File: src/hdl/bsl_pkg.sv
// package: constants, opcode patterns and field decoders for the branch/skip/load executor
package bsl_pkg;

    localparam int ADDR_W_DEF = 16;
    localparam int NUM_REGS   = 32;
    localparam int IO_AW      = 5;

    localparam logic [15:0] SP_RESET_DEF = 16'h0FFF;

    localparam int STEP_ONE   = 1;
    localparam int STEP_TWO   = 2;
    localparam int STEP_THREE = 3;

    // status flag positions
    localparam int FLG_C = 0;
    localparam int FLG_Z = 1;
    localparam int FLG_N = 2;
    localparam int FLG_V = 3;
    localparam int FLG_S = 4;
    localparam int FLG_H = 5;
    localparam int FLG_T = 6;
    localparam int FLG_I = 7;

    localparam logic [7:0] STATUS_FLAG_REGISTER_RESET = 8'h00;

    // pointer register numbers
    localparam logic [4:0] X_LO = 5'h1A;
    localparam logic [4:0] X_HI = 5'h1B;
    localparam logic [4:0] Y_LO = 5'h1C;
    localparam logic [4:0] Y_HI = 5'h1D;

    // opcode mask / pattern pairs
    localparam logic [15:0] M_6 = 16'hFC00;
    localparam logic [15:0] M_4 = 16'hF000;
    localparam logic [15:0] M_8 = 16'hFF00;
    localparam logic [15:0] M_BIT = 16'hFE08;
    localparam logic [15:0] M_LD = 16'hFE0F;
    localparam logic [15:0] M_CALL = 16'hFE0E;
    localparam logic [15:0] M_ALL = 16'hFFFF;
    localparam logic [15:0] P_COMPARE_SKIP_EQUAL = 16'h1000;
    localparam logic [15:0] P_CP = 16'h1400;
    localparam logic [15:0] P_CPC = 16'h0400;
    localparam logic [15:0] P_CPI = 16'h3000;
    localparam logic [15:0] P_MOV = 16'h2C00;
    localparam logic [15:0] P_COPY_REGISTER_PAIR = 16'h0100;
    localparam logic [15:0] P_LDI = 16'hE000;
    localparam logic [15:0] P_SKRB = 16'hFC00;
    localparam logic [15:0] M_SKRB = 16'hFC08;
    localparam logic [15:0] P_SKIO = 16'h9900;
    localparam logic [15:0] M_SKIO = 16'hFD00;
    localparam logic [15:0] P_BRB = 16'hF000;
    localparam logic [15:0] M_BRB = 16'hF800;
    localparam logic [15:0] P_LDS = 16'h9000;
    localparam logic [15:0] P_LD_X = 16'h900C;
    localparam logic [15:0] P_LD_XP = 16'h900D;
    localparam logic [15:0] P_LD_XM = 16'h900E;
    localparam logic [15:0] P_LD_YP = 16'h9009;
    localparam logic [15:0] P_LD_Y = 16'h8008;
    localparam logic [15:0] P_CALL = 16'h940E;
    localparam logic [15:0] P_RET = 16'h9508;
    localparam logic [15:0] P_INTERRUPT_EXIT = 16'h9518;
    localparam logic [15:0] M_TW_DS = 16'hFC0F;
    localparam logic [15:0] M_TW_JC = 16'hFE0C;
    localparam logic [15:0] P_TW_JC = 16'h940C;

    function automatic logic op_is(input logic [15:0] w, input logic [15:0] m, input logic [15:0] p);
        return (w & m) == p;
    endfunction : op_is

    function automatic logic [4:0] f_rd(input logic [15:0] w);
        return w[8:4];
    endfunction : f_rd

    function automatic logic [4:0] f_rr(input logic [15:0] w);
        return {w[9], w[3:0]};
    endfunction : f_rr

    function automatic logic [4:0] f_rd_hi(input logic [15:0] w);
        return {1'b1, w[7:4]};
    endfunction : f_rd_hi

    function automatic logic [7:0] f_imm(input logic [15:0] w);
        return {w[11:8], w[3:0]};
    endfunction : f_imm

    function automatic logic [2:0] f_bit(input logic [15:0] w);
        return w[2:0];
    endfunction : f_bit

    function automatic logic f_pol(input logic [15:0] w);
        return w[9];
    endfunction : f_pol

    function automatic logic [IO_AW-1:0] f_io(input logic [15:0] w);
        return w[7:3];
    endfunction : f_io

    function automatic logic [6:0] f_offs(input logic [15:0] w);
        return w[9:3];
    endfunction : f_offs

    function automatic logic [4:0] f_pair(input logic [3:0] n);
        return {n, 1'b0};
    endfunction : f_pair

    function automatic logic is_two_word(input logic [15:0] w);
        return op_is(w, M_TW_DS, P_LDS) || op_is(w, M_TW_JC, P_TW_JC);
    endfunction : is_two_word

endpackage : bsl_pkg

File: src/hdl/bsl_core.sv
// branch, skip, compare, copy and load executor of the 8-bit core
//
// Chosen here: the placing of the registers and the plain strobed port.
module bsl_core
    import bsl_pkg::*;
#(
    parameter int          ADDR_W   = ADDR_W_DEF,
    parameter logic [15:0] SP_RESET = SP_RESET_DEF
)
(
    input  wire logic              clk,
    input  wire logic              rst_n,
    input  wire logic              ce,
    output logic      [ADDR_W-1:0] pm_addr,
    input  wire logic [15:0]       pm_rdata,
    output logic      [15:0]       ds_addr,
    input  wire logic [7:0]        ds_rdata,
    output logic                   ds_rd,
    output logic                   ds_we,
    output logic      [7:0]        ds_wdata,
    output logic      [IO_AW-1:0]  io_addr,
    input  wire logic [7:0]        io_rdata,
    output logic                   io_rd,
    output logic      [ADDR_W-1:0] pc,
    output logic      [7:0]        status_flag_register
);

    ////////////////////////////////////////////////////////////////////////////////
    typedef enum logic [3:0] {
        ST_FETCH, ST_EXEC, ST_SKIPCHK, ST_IOWAIT, ST_WORD2, ST_PUSH_HI,
        ST_PREDEC, ST_LOADWB, ST_POP_HI, ST_POP_LO
    } bsl_state_t;

    bsl_state_t        state_reg, state_next;
    logic [ADDR_W-1:0] pc_reg, pc_next;
    logic [ADDR_W-1:0] pm_addr_reg, pm_addr_next;
    logic [15:0]       sp_reg, sp_next;
    logic [7:0]        status_flag_register_reg, status_flag_register_next;
    logic [15:0]       ir_reg, ir_next;
    logic [15:0]       tmp_reg, tmp_next;
    logic [15:0]       ds_addr_reg, ds_addr_next;
    logic [7:0]        ds_wdata_reg, ds_wdata_next;
    logic              ds_rd_reg, ds_rd_next;
    logic              ds_we_reg, ds_we_next;
    logic [IO_AW-1:0]  io_addr_reg, io_addr_next;
    logic              io_rd_reg, io_rd_next;

    logic [7:0]        gpr [NUM_REGS];
    logic              we0, we1;
    logic [4:0]        wi0, wi1;
    logic [7:0]        wd0, wd1;

    logic [15:0]       w;
    logic [7:0]        rd_v, rr_v, rd_hi_v;
    logic [15:0]       xptr, yptr, ptr;
    logic [ADDR_W-1:0] ret_addr;
    logic              is_cpi, is_cpc;
    logic [7:0]        cmp_a, cmp_b;
    logic [5:0]        cmp_flags;
    logic              br_taken;
    logic [ADDR_W-1:0] br_target;

    assign w        = pm_rdata;
    assign rd_v     = gpr[f_rd(w)];
    assign rr_v     = gpr[f_rr(w)];
    assign rd_hi_v  = gpr[f_rd_hi(w)];
    assign xptr     = {gpr[X_HI], gpr[X_LO]};
    assign yptr     = {gpr[Y_HI], gpr[Y_LO]};
    // bit 2 of the pointer opcodes tells the X forms from the Y forms
    assign ptr      = w[2] ? xptr : yptr;
    assign ret_addr = pc_reg + ADDR_W'(STEP_TWO);
    assign is_cpi   = op_is(w, M_4, P_CPI);
    assign is_cpc   = op_is(w, M_6, P_CPC);
    assign cmp_a    = is_cpi ? rd_hi_v : rd_v;
    assign cmp_b    = is_cpi ? f_imm(w) : rr_v;

    ////////////////////////////////////////////////////////////////////////////////
    bsl_cmp u_cmp (
        .op_a      (cmp_a),
        .op_b      (cmp_b),
        .use_carry (is_cpc),
        .status_flag_register      (status_flag_register_reg),
        .flags     (cmp_flags)
    );

    bsl_branch #(
        .ADDR_W (ADDR_W)
    ) u_branch (
        .status_flag_register     (status_flag_register_reg),
        .sel      (f_bit(w)),
        .want_set (~w[10]),
        .offs     (f_offs(w)),
        .pc       (pc_reg),
        .taken    (br_taken),
        .target   (br_target)
    );

    ////////////////////////////////////////////////////////////////////////////////
    always_comb begin
        state_next    = state_reg;
        pc_next       = pc_reg;
        pm_addr_next  = pm_addr_reg;
        sp_next       = sp_reg;
        status_flag_register_next     = status_flag_register_reg;
        ir_next       = ir_reg;
        tmp_next      = tmp_reg;
        ds_addr_next  = ds_addr_reg;
        ds_wdata_next = ds_wdata_reg;
        ds_rd_next    = 1'b0;
        ds_we_next    = 1'b0;
        io_addr_next  = io_addr_reg;
        io_rd_next    = 1'b0;
        we0           = 1'b0;
        we1           = 1'b0;
        wi0           = 5'h00;
        wi1           = 5'h00;
        wd0           = 8'h00;
        wd1           = 8'h00;

        unique case (state_reg)
            ST_FETCH: begin
                pm_addr_next = pc_reg;
                state_next   = ST_EXEC;
            end

            ST_EXEC: begin
                ir_next    = w;
                pc_next    = pc_reg + ADDR_W'(STEP_ONE);
                state_next = ST_FETCH;
                if (op_is(w, M_6, P_COMPARE_SKIP_EQUAL)) begin
                    if (rd_v == rr_v) begin
                        pc_next      = pc_reg;
                        pm_addr_next = pc_reg + ADDR_W'(STEP_ONE);
                        state_next   = ST_SKIPCHK;
                    end
                end else if (op_is(w, M_6, P_CP) || is_cpc || is_cpi) begin
                    // flags only; the register file is not touched
                    status_flag_register_next[FLG_H:FLG_C] = cmp_flags;
                end else if (op_is(w, M_SKRB, P_SKRB)) begin
                    if (rd_v[f_bit(w)] == f_pol(w)) begin
                        pc_next      = pc_reg;
                        pm_addr_next = pc_reg + ADDR_W'(STEP_ONE);
                        state_next   = ST_SKIPCHK;
                    end
                end else if (op_is(w, M_SKIO, P_SKIO)) begin
                    io_addr_next = f_io(w);
                    io_rd_next   = 1'b1;
                    pc_next      = pc_reg;
                    state_next   = ST_IOWAIT;
                end else if (op_is(w, M_BRB, P_BRB)) begin
                    if (br_taken) begin
                        pc_next = br_target;
                    end
                end else if (op_is(w, M_6, P_MOV)) begin
                    we0 = 1'b1;
                    wi0 = f_rd(w);
                    wd0 = rr_v;
                end else if (op_is(w, M_8, P_COPY_REGISTER_PAIR)) begin
                    we0 = 1'b1;
                    wi0 = f_pair(w[7:4]);
                    wd0 = gpr[f_pair(w[3:0])];
                    we1 = 1'b1;
                    wi1 = f_pair(w[7:4]) | 5'h01;
                    wd1 = gpr[f_pair(w[3:0]) | 5'h01];
                end else if (op_is(w, M_4, P_LDI)) begin
                    we0 = 1'b1;
                    wi0 = f_rd_hi(w);
                    wd0 = f_imm(w);
                end else if (op_is(w, M_LD, P_LDS) || op_is(w, M_CALL, P_CALL)) begin
                    // second word carries the address
                    pc_next      = pc_reg;
                    pm_addr_next = pc_reg + ADDR_W'(STEP_ONE);
                    state_next   = ST_WORD2;
                end else if (op_is(w, M_LD, P_LD_X) || op_is(w, M_LD, P_LD_Y)) begin
                    ds_addr_next = ptr;
                    ds_rd_next   = 1'b1;
                    state_next   = ST_LOADWB;
                end else if (op_is(w, M_LD, P_LD_XP) || op_is(w, M_LD, P_LD_YP)) begin
                    ds_addr_next = ptr;
                    ds_rd_next   = 1'b1;
                    we0          = 1'b1;
                    wi0          = w[2] ? X_LO : Y_LO;
                    wd0          = 8'(ptr + 16'(STEP_ONE));
                    we1          = 1'b1;
                    wi1          = w[2] ? X_HI : Y_HI;
                    wd1          = 8'((ptr + 16'(STEP_ONE)) >> 8);
                    state_next   = ST_LOADWB;
                end else if (op_is(w, M_LD, P_LD_XM)) begin
                    // the read waits a cycle so it sees the decremented pointer
                    we0        = 1'b1;
                    wi0        = X_LO;
                    wd0        = 8'(xptr - 16'(STEP_ONE));
                    we1        = 1'b1;
                    wi1        = X_HI;
                    wd1        = 8'((xptr - 16'(STEP_ONE)) >> 8);
                    state_next = ST_PREDEC;
                end else if (op_is(w, M_ALL, P_RET) || op_is(w, M_ALL, P_INTERRUPT_EXIT)) begin
                    sp_next      = sp_reg + 16'(STEP_ONE);
                    ds_addr_next = sp_reg + 16'(STEP_ONE);
                    ds_rd_next   = 1'b1;
                    pc_next      = pc_reg;
                    state_next   = ST_POP_HI;
                end
                // anything else is outside this executor and just advances
            end

            ST_SKIPCHK: begin
                // skip distance depends on the length of the skipped instruction
                pc_next    = pc_reg + (is_two_word(w) ? ADDR_W'(STEP_THREE) : ADDR_W'(STEP_TWO));
                state_next = ST_FETCH;
            end

            ST_IOWAIT: begin
                if (io_rdata[f_bit(ir_reg)] == f_pol(ir_reg)) begin
                    pm_addr_next = pc_reg + ADDR_W'(STEP_ONE);
                    state_next   = ST_SKIPCHK;
                end else begin
                    pc_next    = pc_reg + ADDR_W'(STEP_ONE);
                    state_next = ST_FETCH;
                end
            end

            ST_WORD2: begin
                if (op_is(ir_reg, M_LD, P_LDS)) begin
                    ds_addr_next = w;
                    ds_rd_next   = 1'b1;
                    pc_next      = ret_addr;
                    state_next   = ST_LOADWB;
                end else begin
                    ds_addr_next  = sp_reg;
                    ds_wdata_next = ret_addr[7:0];
                    ds_we_next    = 1'b1;
                    sp_next       = sp_reg - 16'(STEP_ONE);
                    tmp_next      = w;
                    state_next    = ST_PUSH_HI;
                end
            end

            ST_PUSH_HI: begin
                ds_addr_next  = sp_reg;
                ds_wdata_next = 8'(16'(ret_addr) >> 8);
                ds_we_next    = 1'b1;
                sp_next       = sp_reg - 16'(STEP_ONE);
                pc_next       = ADDR_W'(tmp_reg);
                state_next    = ST_FETCH;
            end

            ST_PREDEC: begin
                ds_addr_next = xptr;
                ds_rd_next   = 1'b1;
                state_next   = ST_LOADWB;
            end

            ST_LOADWB: begin
                we0        = 1'b1;
                wi0        = f_rd(ir_reg);
                wd0        = ds_rdata;
                state_next = ST_FETCH;
            end

            ST_POP_HI: begin
                tmp_next     = {ds_rdata, 8'h00};
                sp_next      = sp_reg + 16'(STEP_ONE);
                ds_addr_next = sp_reg + 16'(STEP_ONE);
                ds_rd_next   = 1'b1;
                state_next   = ST_POP_LO;
            end

            ST_POP_LO: begin
                pc_next = ADDR_W'({tmp_reg[15:8], ds_rdata});
                if (op_is(ir_reg, M_ALL, P_INTERRUPT_EXIT)) begin
                    status_flag_register_next[FLG_I] = 1'b1;
                end
                state_next = ST_FETCH;
            end
        endcase
    end

    ////////////////////////////////////////////////////////////////////////////////
    always_ff @(posedge clk or negedge rst_n) begin
        if (!rst_n) begin
            state_reg <= ST_FETCH;
            pc_reg    <= '0;
            sp_reg    <= SP_RESET;
            ir_reg    <= 16'h0000;
            tmp_reg   <= 16'h0000;
        end else if (ce) begin
            state_reg <= state_next;
            pc_reg    <= pc_next;
            sp_reg    <= sp_next;
            ir_reg    <= ir_next;
            tmp_reg   <= tmp_next;
        end
    end

    always_ff @(posedge clk or negedge rst_n) begin
        if (!rst_n) begin
            status_flag_register_reg <= STATUS_FLAG_REGISTER_RESET;
        end else if (ce) begin
            status_flag_register_reg <= status_flag_register_next;
        end
    end

    // no reset on the register file: software must load before use
    always_ff @(posedge clk) begin
        if (ce) begin
            if (we0) begin
                gpr[wi0] <= wd0;
            end
            if (we1) begin
                gpr[wi1] <= wd1;
            end
        end
    end

    always_ff @(posedge clk or negedge rst_n) begin
        if (!rst_n) begin
            pm_addr_reg  <= '0;
            ds_addr_reg  <= 16'h0000;
            ds_wdata_reg <= 8'h00;
            ds_rd_reg    <= 1'b0;
            ds_we_reg    <= 1'b0;
            io_addr_reg  <= '0;
            io_rd_reg    <= 1'b0;
        end else if (ce) begin
            pm_addr_reg  <= pm_addr_next;
            ds_addr_reg  <= ds_addr_next;
            ds_wdata_reg <= ds_wdata_next;
            ds_rd_reg    <= ds_rd_next;
            ds_we_reg    <= ds_we_next;
            io_addr_reg  <= io_addr_next;
            io_rd_reg    <= io_rd_next;
        end
    end

    assign pm_addr  = pm_addr_reg;
    assign ds_addr  = ds_addr_reg;
    assign ds_wdata = ds_wdata_reg;
    assign ds_rd    = ds_rd_reg;
    assign ds_we    = ds_we_reg;
    assign io_addr  = io_addr_reg;
    assign io_rd    = io_rd_reg;
    assign pc       = pc_reg;
    assign status_flag_register     = status_flag_register_reg;

endmodule : bsl_core

File: src/hdl/bsl_cmp.sv
// compare unit: subtraction flags without a result write
module bsl_cmp
    import bsl_pkg::*;
(
    input  wire logic [7:0] op_a,
    input  wire logic [7:0] op_b,
    input  wire logic       use_carry,
    input  wire logic [7:0] status_flag_register,
    output logic      [5:0] flags
);
    logic [7:0] res;
    logic       cin;
    logic       c, z, n, v, h;

    always_comb begin
        cin = use_carry & status_flag_register[FLG_C];
        res = op_a - op_b - {7'h00, cin};
        h = (~op_a[3] & op_b[3]) | (op_b[3] & res[3]) | (res[3] & ~op_a[3]);
        c = (~op_a[7] & op_b[7]) | (op_b[7] & res[7]) | (res[7] & ~op_a[7]);
        v = (op_a[7] & ~op_b[7] & ~res[7]) | (~op_a[7] & op_b[7] & res[7]);
        n = res[7];
        // with borrow the zero flag only stays set across a multi-byte compare
        z = (res == 8'h00) & (~use_carry | status_flag_register[FLG_Z]);
        flags = {h, n ^ v, v, n, z, c};
    end
endmodule : bsl_cmp

File: src/hdl/bsl_branch.sv
// branch unit: flag test and relative target
module bsl_branch
    import bsl_pkg::*;
#(
    parameter int ADDR_W = ADDR_W_DEF
)
(
    input  wire logic [7:0]        status_flag_register,
    input  wire logic [2:0]        sel,
    input  wire logic              want_set,
    input  wire logic [6:0]        offs,
    input  wire logic [ADDR_W-1:0] pc,
    output logic                   taken,
    output logic      [ADDR_W-1:0] target
);
    // every named flag branch is this generic test with a fixed flag number
    assign taken  = (status_flag_register[sel] == want_set);
    assign target = pc + ADDR_W'(STEP_ONE) + ADDR_W'($signed(offs));
endmodule : bsl_branch

File: config.mk
export PLATFORM = sky130hd
export DESIGN_NAME = bsl_core
export DESIGN_NICKNAME = d
export VERILOG_FILES = /design/src/hdl/bsl_pkg.sv /design/src/hdl/bsl_core.sv /design/src/hdl/bsl_cmp.sv /design/src/hdl/bsl_branch.sv
export SDC_FILE = /design/constraint.sdc
export NUM_CORES = 1
export LEC_CHECK = 0
export ABC_AREA = 1
export BUFFER_PORTS_ARGS = -buffer_cell sky130_fd_sc_hd__buf_2
export CAP_MARGIN = 40
export CORE_ASPECT_RATIO = 1.2
export CORE_MARGIN = 1
export CORE_UTILIZATION = 35
export DETAILED_ROUTE_END_ITERATION = 8
export PLACE_DENSITY_LB_ADDON = 0.05
export SLEW_MARGIN = 25
export SYNTH_ARGS = -nofsm -noshare
export SYNTH_HDL_FRONTEND = slang
export SYNTH_SLANG_ARGS = --single-unit
File: constraint.sdc
create_clock -name clk -period 4 [get_ports clk]
set_input_delay 0.2 -clock clk [delete_from_list [all_inputs] [get_ports clk]]
set_output_delay 0.2 -clock clk [all_outputs]
set_load 0.05 [all_outputs]
## Word level (Yosys, flattened, before mapping)

Memories as Yosys holds them, arrays and structs flattened.
Cells that the tools add are included.

- Register bits after elaboration: 123
- Bits in latches: 0
- RAM bits: 256
- Bits in read-only memories: 0
- Output and inout port bits: 72
- Logic and storage cells: 346
- Memories kept: 1

- $add $sub $neg: 10
- $mul: 0
- Divide/modulo/power cells: 0
- Magnitude comparators: 2
- Equality and inequality tests: 69
- Shifts and indexed selects: 0
- Muxes and demuxes: 196
- Bitwise logic cells: 27
- Reduce and logical (&&, ||, !) cells: 27

Memories:

| memory | depth | bits a word | read ports | clocked after Yosys merged registers in | write ports | line | source |
|---|---|---|---|---|---|---|---|
| gpr | 32 | 8 | 9 | 0 | 2 | bsl_core.sv:48 | `logic [7:0] gpr [NUM_REGS];` |

Operators by type and width:

| kind | number |
|---|---|
| $mux 16 | 58 |
| $mux 8 | 28 |
| $mux 5 | 25 |
| $pmux 16 s6 | 1 |
| $pmux 16 s5 | 1 |
| $eq 11x11->1 const B | 7 |
| $pmux 16 s4 | 1 |
| $mux 4 | 13 |
| $mux 1 | 51 |
| $add 16x1->16 const B | 3 |
| $eq 16x16->1 const B | 3 |
| $pmux 16 s3 | 1 |
| $ne 4x4->1 const B | 9 |
| $ne 2x2->1 const B | 17 |
| $pmux 16 s2 | 1 |
| $pmux 8 s2 | 2 |
| $sub 16x1->16 const B | 2 |
| $pmux 4 s7 | 1 |
| $eq 10x10->1 const B | 2 |
| $add 16x16->16 | 1 |
| $add 16x2->16 | 1 |
| $add 16x2->16 const B | 1 |
| $eq 4x3->1 const B | 4 |
| $reduce_and 16->1 | 1 |
| other kinds (46) | 97 |

## Longest topological paths before layout

Gate-level depths: netlist of run 1.

- Word-level depth: 17
- Mapped depth: 28

## Cells and area by module

Synthesis of run 1 repeated with hierarchy kept, for this count alone.

- Cells, all modules: 4587
- Area total of the unflattened synthesis: 30609.4 sq um

Modules (own cells, without submodules):

| module | instances | cells each | area an instance (sq um) | seq. area each (sq um) |
|---|---|---|---|---|
| bsl_core | 1 | 4259 | 28858.9 | 10780.3 |
| bsl_branch | 1 | 203 | 1031.0 | 0.0 |
| bsl_cmp | 1 | 125 | 719.4 | 0.0 |

## Least setup slack after synthesis of run 1

OpenSTA, ideal clock, no wires.

- Path kind: input -> register
- From: input pm_rdata[12]
- To: register status_flag_register_reg[3] (netlist: status_flag_register[3])
- Setup time: 0.122 ns
- Data arrival time: 3.158 ns
- Data required time: 3.878 ns
- Slack: 0.721 ns
- Stages: 16
- Cells stage by stage: buf_2 inv_2 nor3_1 clkbuf_1 clkbuf_1 o21ai_0 ha_1 inv_1 ha_1 a21o_1 a221oi_1 nand3_1 nand2_1 nand2_1 nor2_1 nor2_1

- Longest elaborated chain between the ends: 7
- Elaborated cells between the ends (all ways): 21
- Classes of those cells: add/sub: 2; eq/ne: 4; mux: 2; bitwise: 10; reduce/logical: 3

RTL lines:

| item | line | source |
|---|---|---|
| start: declaration | bsl_core.sv:15 | `input wire logic [15:0] pm_rdata,` |
| $eq 4x2->1 | bsl_pkg.sv:67 | `return (w & m) == p;` |
| $mux 8, on equally long branches | bsl_core.sv:74, bsl_core.sv:75 |  |
| $sub 8x8->8 | bsl_cmp.sv:17 | `res = op_a - op_b - {7'h00, cin};` |
| $sub 8x1->8 | bsl_cmp.sv:17 |  |
| $not 1->1 | bsl_cmp.sv:20 | `v = (op_a[7] & ~op_b[7] & ~res[7]) \| (~op_a[7] & op_b[7] & res[7]);` |
| $and 1x1->1 | bsl_cmp.sv:20 |  |
| $or 1x1->1 | bsl_cmp.sv:20 |  |
| end signal: assignment | bsl_core.sv:300 | `status_flag_register_reg <= status_flag_register_next;` |
| end: declaration | bsl_core.sv:38 | `logic [7:0] status_flag_register_reg, status_flag_register_next;` |

Parallel ways exist; a longest one is shown, timed or not.
A chain may end at the register's enable or synchronous reset.

## Worst setup path in the final report of run 1

- From: register pc_reg[9] (netlist: pc[9])
- To: register pc_reg[11] (netlist: pc[11])

- Longest elaborated chain between the ends: 15
- Elaborated cells between the ends (all ways): 23
- Classes of those cells: add/sub: 4; mux: 19

RTL lines:

| item | line | source |
|---|---|---|
| start: declaration | bsl_core.sv:35 | `logic [ADDR_W-1:0] pc_reg, pc_next;` |
| start signal: assignment | bsl_core.sv:289 | `pc_reg <= pc_next;` |
| $add 16x1->16 | bsl_core.sv:128, bsl_core.sv:218, bsl_branch.sv:18 |  |
| $mux 16 | bsl_core.sv:197 | `end else if (op_is(w, M_ALL, P_RET) \|\| op_is(w, M_ALL, P_INTERRUPT_EXIT)) begin` |
| $mux 16 | bsl_core.sv:188 | `end else if (op_is(w, M_LD, P_LD_XM)) begin` |
| $mux 16 | bsl_core.sv:178 | `end else if (op_is(w, M_LD, P_LD_XP) \|\| op_is(w, M_LD, P_LD_YP)) begin` |
| $mux 16 | bsl_core.sv:174 | `end else if (op_is(w, M_LD, P_LD_X) \|\| op_is(w, M_LD, P_LD_Y)) begin` |
| $mux 16 | bsl_core.sv:169 | `end else if (op_is(w, M_LD, P_LDS) \|\| op_is(w, M_CALL, P_CALL)) begin` |
| $mux 16 | bsl_core.sv:165 | `end else if (op_is(w, M_4, P_LDI)) begin` |
| $mux 16 | bsl_core.sv:158 | `end else if (op_is(w, M_8, P_COPY_REGISTER_PAIR)) begin` |
| $mux 16 | bsl_core.sv:154 | `end else if (op_is(w, M_6, P_MOV)) begin` |
| $mux 16 | bsl_core.sv:150 | `end else if (op_is(w, M_BRB, P_BRB)) begin` |
| $mux 16 | bsl_core.sv:145 | `end else if (op_is(w, M_SKIO, P_SKIO)) begin` |
| $mux 16 | bsl_core.sv:139 | `end else if (op_is(w, M_SKRB, P_SKRB)) begin` |
| $mux 16 | bsl_core.sv:136 | `end else if (op_is(w, M_6, P_CP) \|\| is_cpc \|\| is_cpi) begin` |
| $mux 16 | bsl_core.sv:130 | `if (op_is(w, M_6, P_COMPARE_SKIP_EQUAL)) begin` |
| $pmux 16 s6 * | bsl_core.sv:120 | `unique case (state_reg)` |

Every way passes the cells marked *; elsewhere a longest branch is shown, timed or not. The select of a mux whose other input is x is not followed.

==> reports/metrics.cfg, run 1 <==
[run_status]
status = finished clean

[yosys]
async_reset_ff_frac = 0.325
synth_edf_count = 256
synthCells = 4370
synth-seq-area-share = 0.364
synth_common_cells = nand2_1 (1435), inv_1 (442), o21ai_0 (408), nand3_1 (310), nor2_1 (300)
syn-cell-area_um2 = 29600
ys_types = 69
ys.flop_type = edfxtp_1
synth_top_area_frac = 0.259
yosys_warnings = 0
ys_ff_latch = 379
synth_most_common_cell = nand2_1
yosys.area.top_type = edfxtp_1
ys_top_cells_by_area = edfxtp_1 (26%), nand2_1 (18%), dfrtp_1 (9.4%)
synthesis.nets = 4444
syn_avg_cell_area_um2 = 6.78

[timing]
hold_violations = 0
worst_slew_pin_slew_ns = 0.895
slew_viol_final = 0
finalCritPeriodShare = 0.914
finClkSkew_ns = 0.0311
setup_viol = 0
clock.fmax_mhz = 274
timing.setup.tns_ns = 0
rsz0062_at_grt = no
finalCriticalPeriod_ns = 3.66
max_slew_margin = 0.403

[final_layout]
design_area_um2 = 34800
fill_cells = 9055
drive_above_1_share = 0.136
top_register = gpr
syn2layout_area_growth_pct = 17.4
fin_nets = 4673
largest_register_ff_count = 256

[route]
wl_per_cell_um = 29.3
vias_per_cell = 5.69
drc = 0
via_count = 32800
drtPass1Iterations = 6
antenna_left = 0
drtIter0Drc = 4010
routed_wl_um = 169000

[grt]
gr-max-usage-layer = met2
grt_pass1_wl_um = 236000
grt.met3_usage = 0.0615
use_met1 = 0.484
grtUsageMet2 = 0.625
antenna_found_initial = 7
grt_overflow = 0
grt_max_degree = 77
grt.total_usage = 0.389
grt_pass1_vias = 31100

[cts]
numCtsBuffers = 46
clock-sinks = 379
post-cts-setup-buffers = 0
cts_root_buf = clkbuf_16
cts_tree = yes
cts_resized = 0
clock_latency_ns = 0.62
cts_buffer_depth = 3
clk_pin_slew_worst_paths_ns = 0.07
postCtsHoldBufs = 4
h-tree-depth = 2

[place]
gp_congestion = 1.04
placed_area_um2 = 33200
io_buffers = 105
dp_hpwl_um = 130000

[critical_path]
path_cells = nand2_1 > inv_1 > nand3_1 > inv_1 > nand2_1 > nor2_1 > xor2_1 > inv_1 > ha_1 > nand2_1 > nor2_1 > nor3_1 > nand3_1 > xor2_1 > nor2_1 > o21ai_0 > nand4_1 > nand2_1
worstRegToRegCells = 18
crit_slowest_cell = dfrtp_1
critPathLaunchType = register
critPathCaptureType = register
crit_path_frequent_cell = nand2_1
critPathKind = reg -> reg
crit_fanout = 7
cp.arrival_ns = 4.20
slowest_delay_ns = 0.53
crit_required_ns = 4.55

[worst_hold_path]
min_delay_path_depth = 3
hold_path_class = in -> reg

[power]
leakagePower_nw = 16.0
vdd_drop_max_v = 0.000347
powerDensity_nw_per_um2 = 433

[floorplanning]
die_w_um = 268
ios = 107
core.rowCount = 116
start_util = 0.355
core_area_um2 = 83600
die_h_um = 321
dieArea_um2 = 85900

[flow_run]
drv_cap = 0

## placed cells by master (no fill, tap or decap), types with 36 or more instances in the layout
cell type / instances
a21oi_1: 117
buf_2: 101
buf_4: 282
clkbuf_16: 50
dfrtp_1: 111
edfxtp_1: 256
ha_1: 36
inv_1: 442
nand2_1: 1435
nand3_1: 310
nand4_1: 81
nor2_1: 297
nor3_1: 58
o211ai_1: 61
o21ai_0: 407
o21ai_1: 79
o22ai_1: 67
xor2_1: 57
## where the power goes
group	internal, mW	switching [mW]
registers	4.67	0.526
logic	1.57	3.88
clock network	2.57	1.84
## kinds of logic (layout without fill, tap and decap cells)
| logic type | after synthesis | in the layout | synth area share |
|---|---|---|---|
| buffers and inverters | 732 | 998 | 0.104 |
| AO/OA/AOI/OAI | 875 | 875 | 0.172 |
| other | 1 | 4 | 0.000126 |
| AND/OR/NAND/NOR | 2278 | 2278 | 0.324 |
| XOR/XNOR | 66 | 66 | 0.0195 |
| adder cells (fa/ha/maj) | 39 | 39 | 0.0172 |
| flip-flops | 379 | 379 | 0.364 |
## worst paths after layout
check                             start          end  slack, ns
hold / removal             pm_rdata[13]  tmp_reg[13]       0.05
max in group asynchronous         rst_n  pm_addr[15]       2.85
hold reg to reg             pm_addr[12]  pm_addr[12]       0.46
setup reg to reg                  pc[9]       pc[11]       0.34
min in group asynchronous         rst_n   ds_addr[7]       0.16
setup / recovery                  pc[9]       pc[11]       0.34
## critical path, delay by kind of cell, from the launching register on
kind / cells / cell delay, ns
AOI/OAI and AO/OA: 1 / 0.33
xor gates and xnor gates: 2 / 0.54
adders and majority gates: 1 / 0.35
buffers and inverters: 3 / 0.37
DFF: 1 / 0.53
and+or+nand+nor: 11 / 1.48
## layer usage
metal	routed length, um	up-vias	part of all wire
met5	12	-	0.000071
met2	76500	1678	0.45
met3	13200	412	0.078
li1	-	15100	-
met4	12600	2	0.074
met1	66300	15600	0.39
## per-stage QoR
stage	power, mW	hold WS [ns]	std cells	utilization	setup slack, ns
global route	15.7	0.0437	5757	0.416	0.0373
global placement	10.7	0.237	5666	0.397	0.156
CTS	15.1	0.0130	5757	0.416	0.387
detailed placement	10.6	0.234	5668	0.397	0.178
floorplan	8.60	-0.0956	4370	-	0.721
finish	15.1	0.0543	5760	0.416	0.344
## area by class of cell
cell class | count | area, um^2 | area share
multi-input cells | 3259 | 15800 | 0.455
clock inverters | 22 | 188 | 0.00539
clock buffers | 63 | 1360 | 0.0391
repair buffers | 424 | 3380 | 0.0973
well taps | 1121 | 1400 | 0.0403
flip-flops and latches | 379 | 10800 | 0.310
diodes | 3 | 7.51 | 0.000216
inverters | 489 | 1840 | 0.0530
Power figures use the tool's default switching activity.
==> run 2: changes to the inputs <==
--- a/config.mk
+++ b/config.mk
@@ -13,6 +13,7 @@
 export CORE_UTILIZATION = 35
 export DETAILED_ROUTE_END_ITERATION = 8
 export PLACE_DENSITY_LB_ADDON = 0.05
+export REMOVE_ABC_BUFFERS = 1
 export SLEW_MARGIN = 25
 export SYNTH_ARGS = -nofsm -noshare
 export SYNTH_HDL_FRONTEND = slang
==> reports/metrics.cfg, run 2 (synthesis gave the netlist of run 1 again) <==
[critical_path]
slowest_delay_ns = 0.67
critPathCaptureType = register
critPathBufInv = 3
critPathLaunchType = register
crit_path_frequent_cell = nor2_1
crit_fanout = 6
worstRegToRegCells = 19
crit_required_ns = 4.51
crit_slowest_cell = edfxtp_1
r2r-end = status_flag_register[3]
critPathKind = reg -> reg
crit_family = simple AND/OR/NAND/NOR gates
cp.arrival_ns = 4.23
r2r_start = gpr[27][3]
regToRegSetupSlack_ns = 0.29
path_cells = inv_1 > nand3_1 > nand3_1 > o21ai_1 > nand2_1 > nor2_1 > buf_4 > nor2_1 > o21ai_0 > ha_1 > inv_1 > ha_1 > a21o_1 > a221oi_1 > nand3_1 > nand2_1 > nand2_1 > nor2_1 > nor2_1

[cts]
h-tree-depth = 2
clock_latency_ns = 0.64
cts_tree = yes
cts_root_buf = clkbuf_16
clk_pin_slew_worst_paths_ns = 0.06
clock-sinks = 379
numCtsBuffers = 46
cts_buffer_depth = 3

[floorplanning]
core.rowCount = 116
start_util = 0.355
core_area_um2 = 83600
ios = 107
die_h_um = 321
dieArea_um2 = 85900
die_w_um = 268

[place]
dp_hpwl_um = 130000
dp_worst_setup_slack_ns = 0.0615
io_buffers = 105
placed_cells = 5701
gp_congestion = 1.06

[timing]
setup_viol = 0
clock.fmax_mhz = 269
finalCriticalPeriod_ns = 3.71
finClkSkew_ns = 0.0256
rsz0062_at_grt = no
max_slew_margin = 0.476
slew_viol_final = 0
hold_violations = 0
finalCritPeriodShare = 0.929
worst_slew_pin_slew_ns = 0.786
postLayoutSetupSlackWorst_ns = 0.286

[route]
wl_per_cell_um = 28.8
vias_per_cell = 5.69
via_count = 33000
drc = 0
antenna_left = 0
drtPass1Iterations = 9
drtIter0Drc = 3587
routed_wl_um = 167000

[grt]
grt.total_usage = 0.384
antenna_found_initial = 5
grt_overflow = 0
grt_pass1_vias = 31100
grt_max_degree = 75
grt_pass1_wl_um = 235000

[final_layout]
final_common_cell = nand2_1
syn2layout_area_growth_pct = 19.0
largest_register_ff_count = 256
drive_above_1_share = 0.144
fill_cells = 9010
layout.cells.non_filler = 5797
layout_common_cells = nand2_1 (1433), inv_1 (442), o21ai_0 (408)
fin_nets = 4712
top_register = gpr
fin_util = 0.422

[power]
powerDensity_nw_per_um2 = 436
leakagePower_nw = 16.2
power_mw = 15.4
vdd_drop_max_v = 0.000408

[worst_hold_path]
hold_path_class = in -> reg
whs_endpoint = pc[5]
hp-start = ds_rdata[5]
min_delay_path_depth = 5

[run_status]
status = finished clean

[flow_run]
drv_cap = 0

-- run 2: cell count changes in the layout (fill, tap and decap cells not counted), sizes merged --
cell         previous run  this run
clkbuf                 63        52
diode                   3         1
buf                   420       456
clkinvlp                2         7
inv                   476       477
dlygate4sd3             4         7
bufinv                  3         8
-- run 2: tightest hold or removal path, cell delays in order --
cell and delay (ns):
buf_2 0.12, a2111oi_0 0.11, nand2_1 0.06, nand4_1 0.08, nand2_1 0.06
-- run 2: area by class of cell --
class,count,area [um^2],share of cell area
flip-flops and latches,379,10800,0.306
well taps,1121,1400,0.0397
clock buffers,52,1190,0.0338
inverters,489,1840,0.0522
diodes,1,2.50,0.0000709
repair buffers,463,3790,0.107
multi-input cells,3259,15800,0.449
clock inverters,33,428,0.0121
-- run 2: how the worst max path moves through the flow --
stage / cells past startpoint / slack (ns) / endpoint / startpoint
after global placement: 22 / 0.02 / status_flag_register[3] / pm_rdata[5]
final: 19 / 0.29 / status_flag_register[3] / gpr[27][3]
after global routing: 22 / 0.00009 / pc[15] / pc[3]
after CTS: 17 / 0.29 / gpr[15][5] / pm_rdata[13]
after detailed placement: 22 / 0.06 / status_flag_register[3] / pm_rdata[5]
after floorplan: 12 / -0.68 / ds_addr[13] / pm_rdata[1]
-- run 2: stage by stage --
step | TNS, ns | hold slack, ns | cell area [um^2]
2_1_floorplan | -9.73 | -0.0956 | 28400
3_3_place_gp | 0 | 0.289 | 33500
3_5_place_dp | 0 | 0.295 | 33500
4_1_cts | 0 | 0.0153 | 35200
5_1_grt | 0 | 0.0408 | 35300
6_report | 0 | 0.0370 | 35300
-- run 2: metal layers --
metal	up-vias	global-route usage	share of wire
met5	-	0	0.000072
met2	1752	0.617	0.45
li1	15100	-	-
met3	418	0.0661	0.082
met4	2	0.221	0.068
met1	15700	0.484	0.40
-- run 2: power breakdown --
part	internal (mW)	leakage, nW	total [mW]	switching, mW
sequential	4.67	3.90	5.20	0.534
combinational	1.62	11.5	5.54	3.92
clock	2.69	0.770	4.63	1.94
total	8.98	16.2	15.4	6.39
-- run 2: repair_timing --
item,4_1_cts,5_1_grt
buffers inserted,0,0
endpoints found under the setup margin,0,9
endpoints found under the hold margin,68,7
hold buffers,6,1
resized for setup,0,4
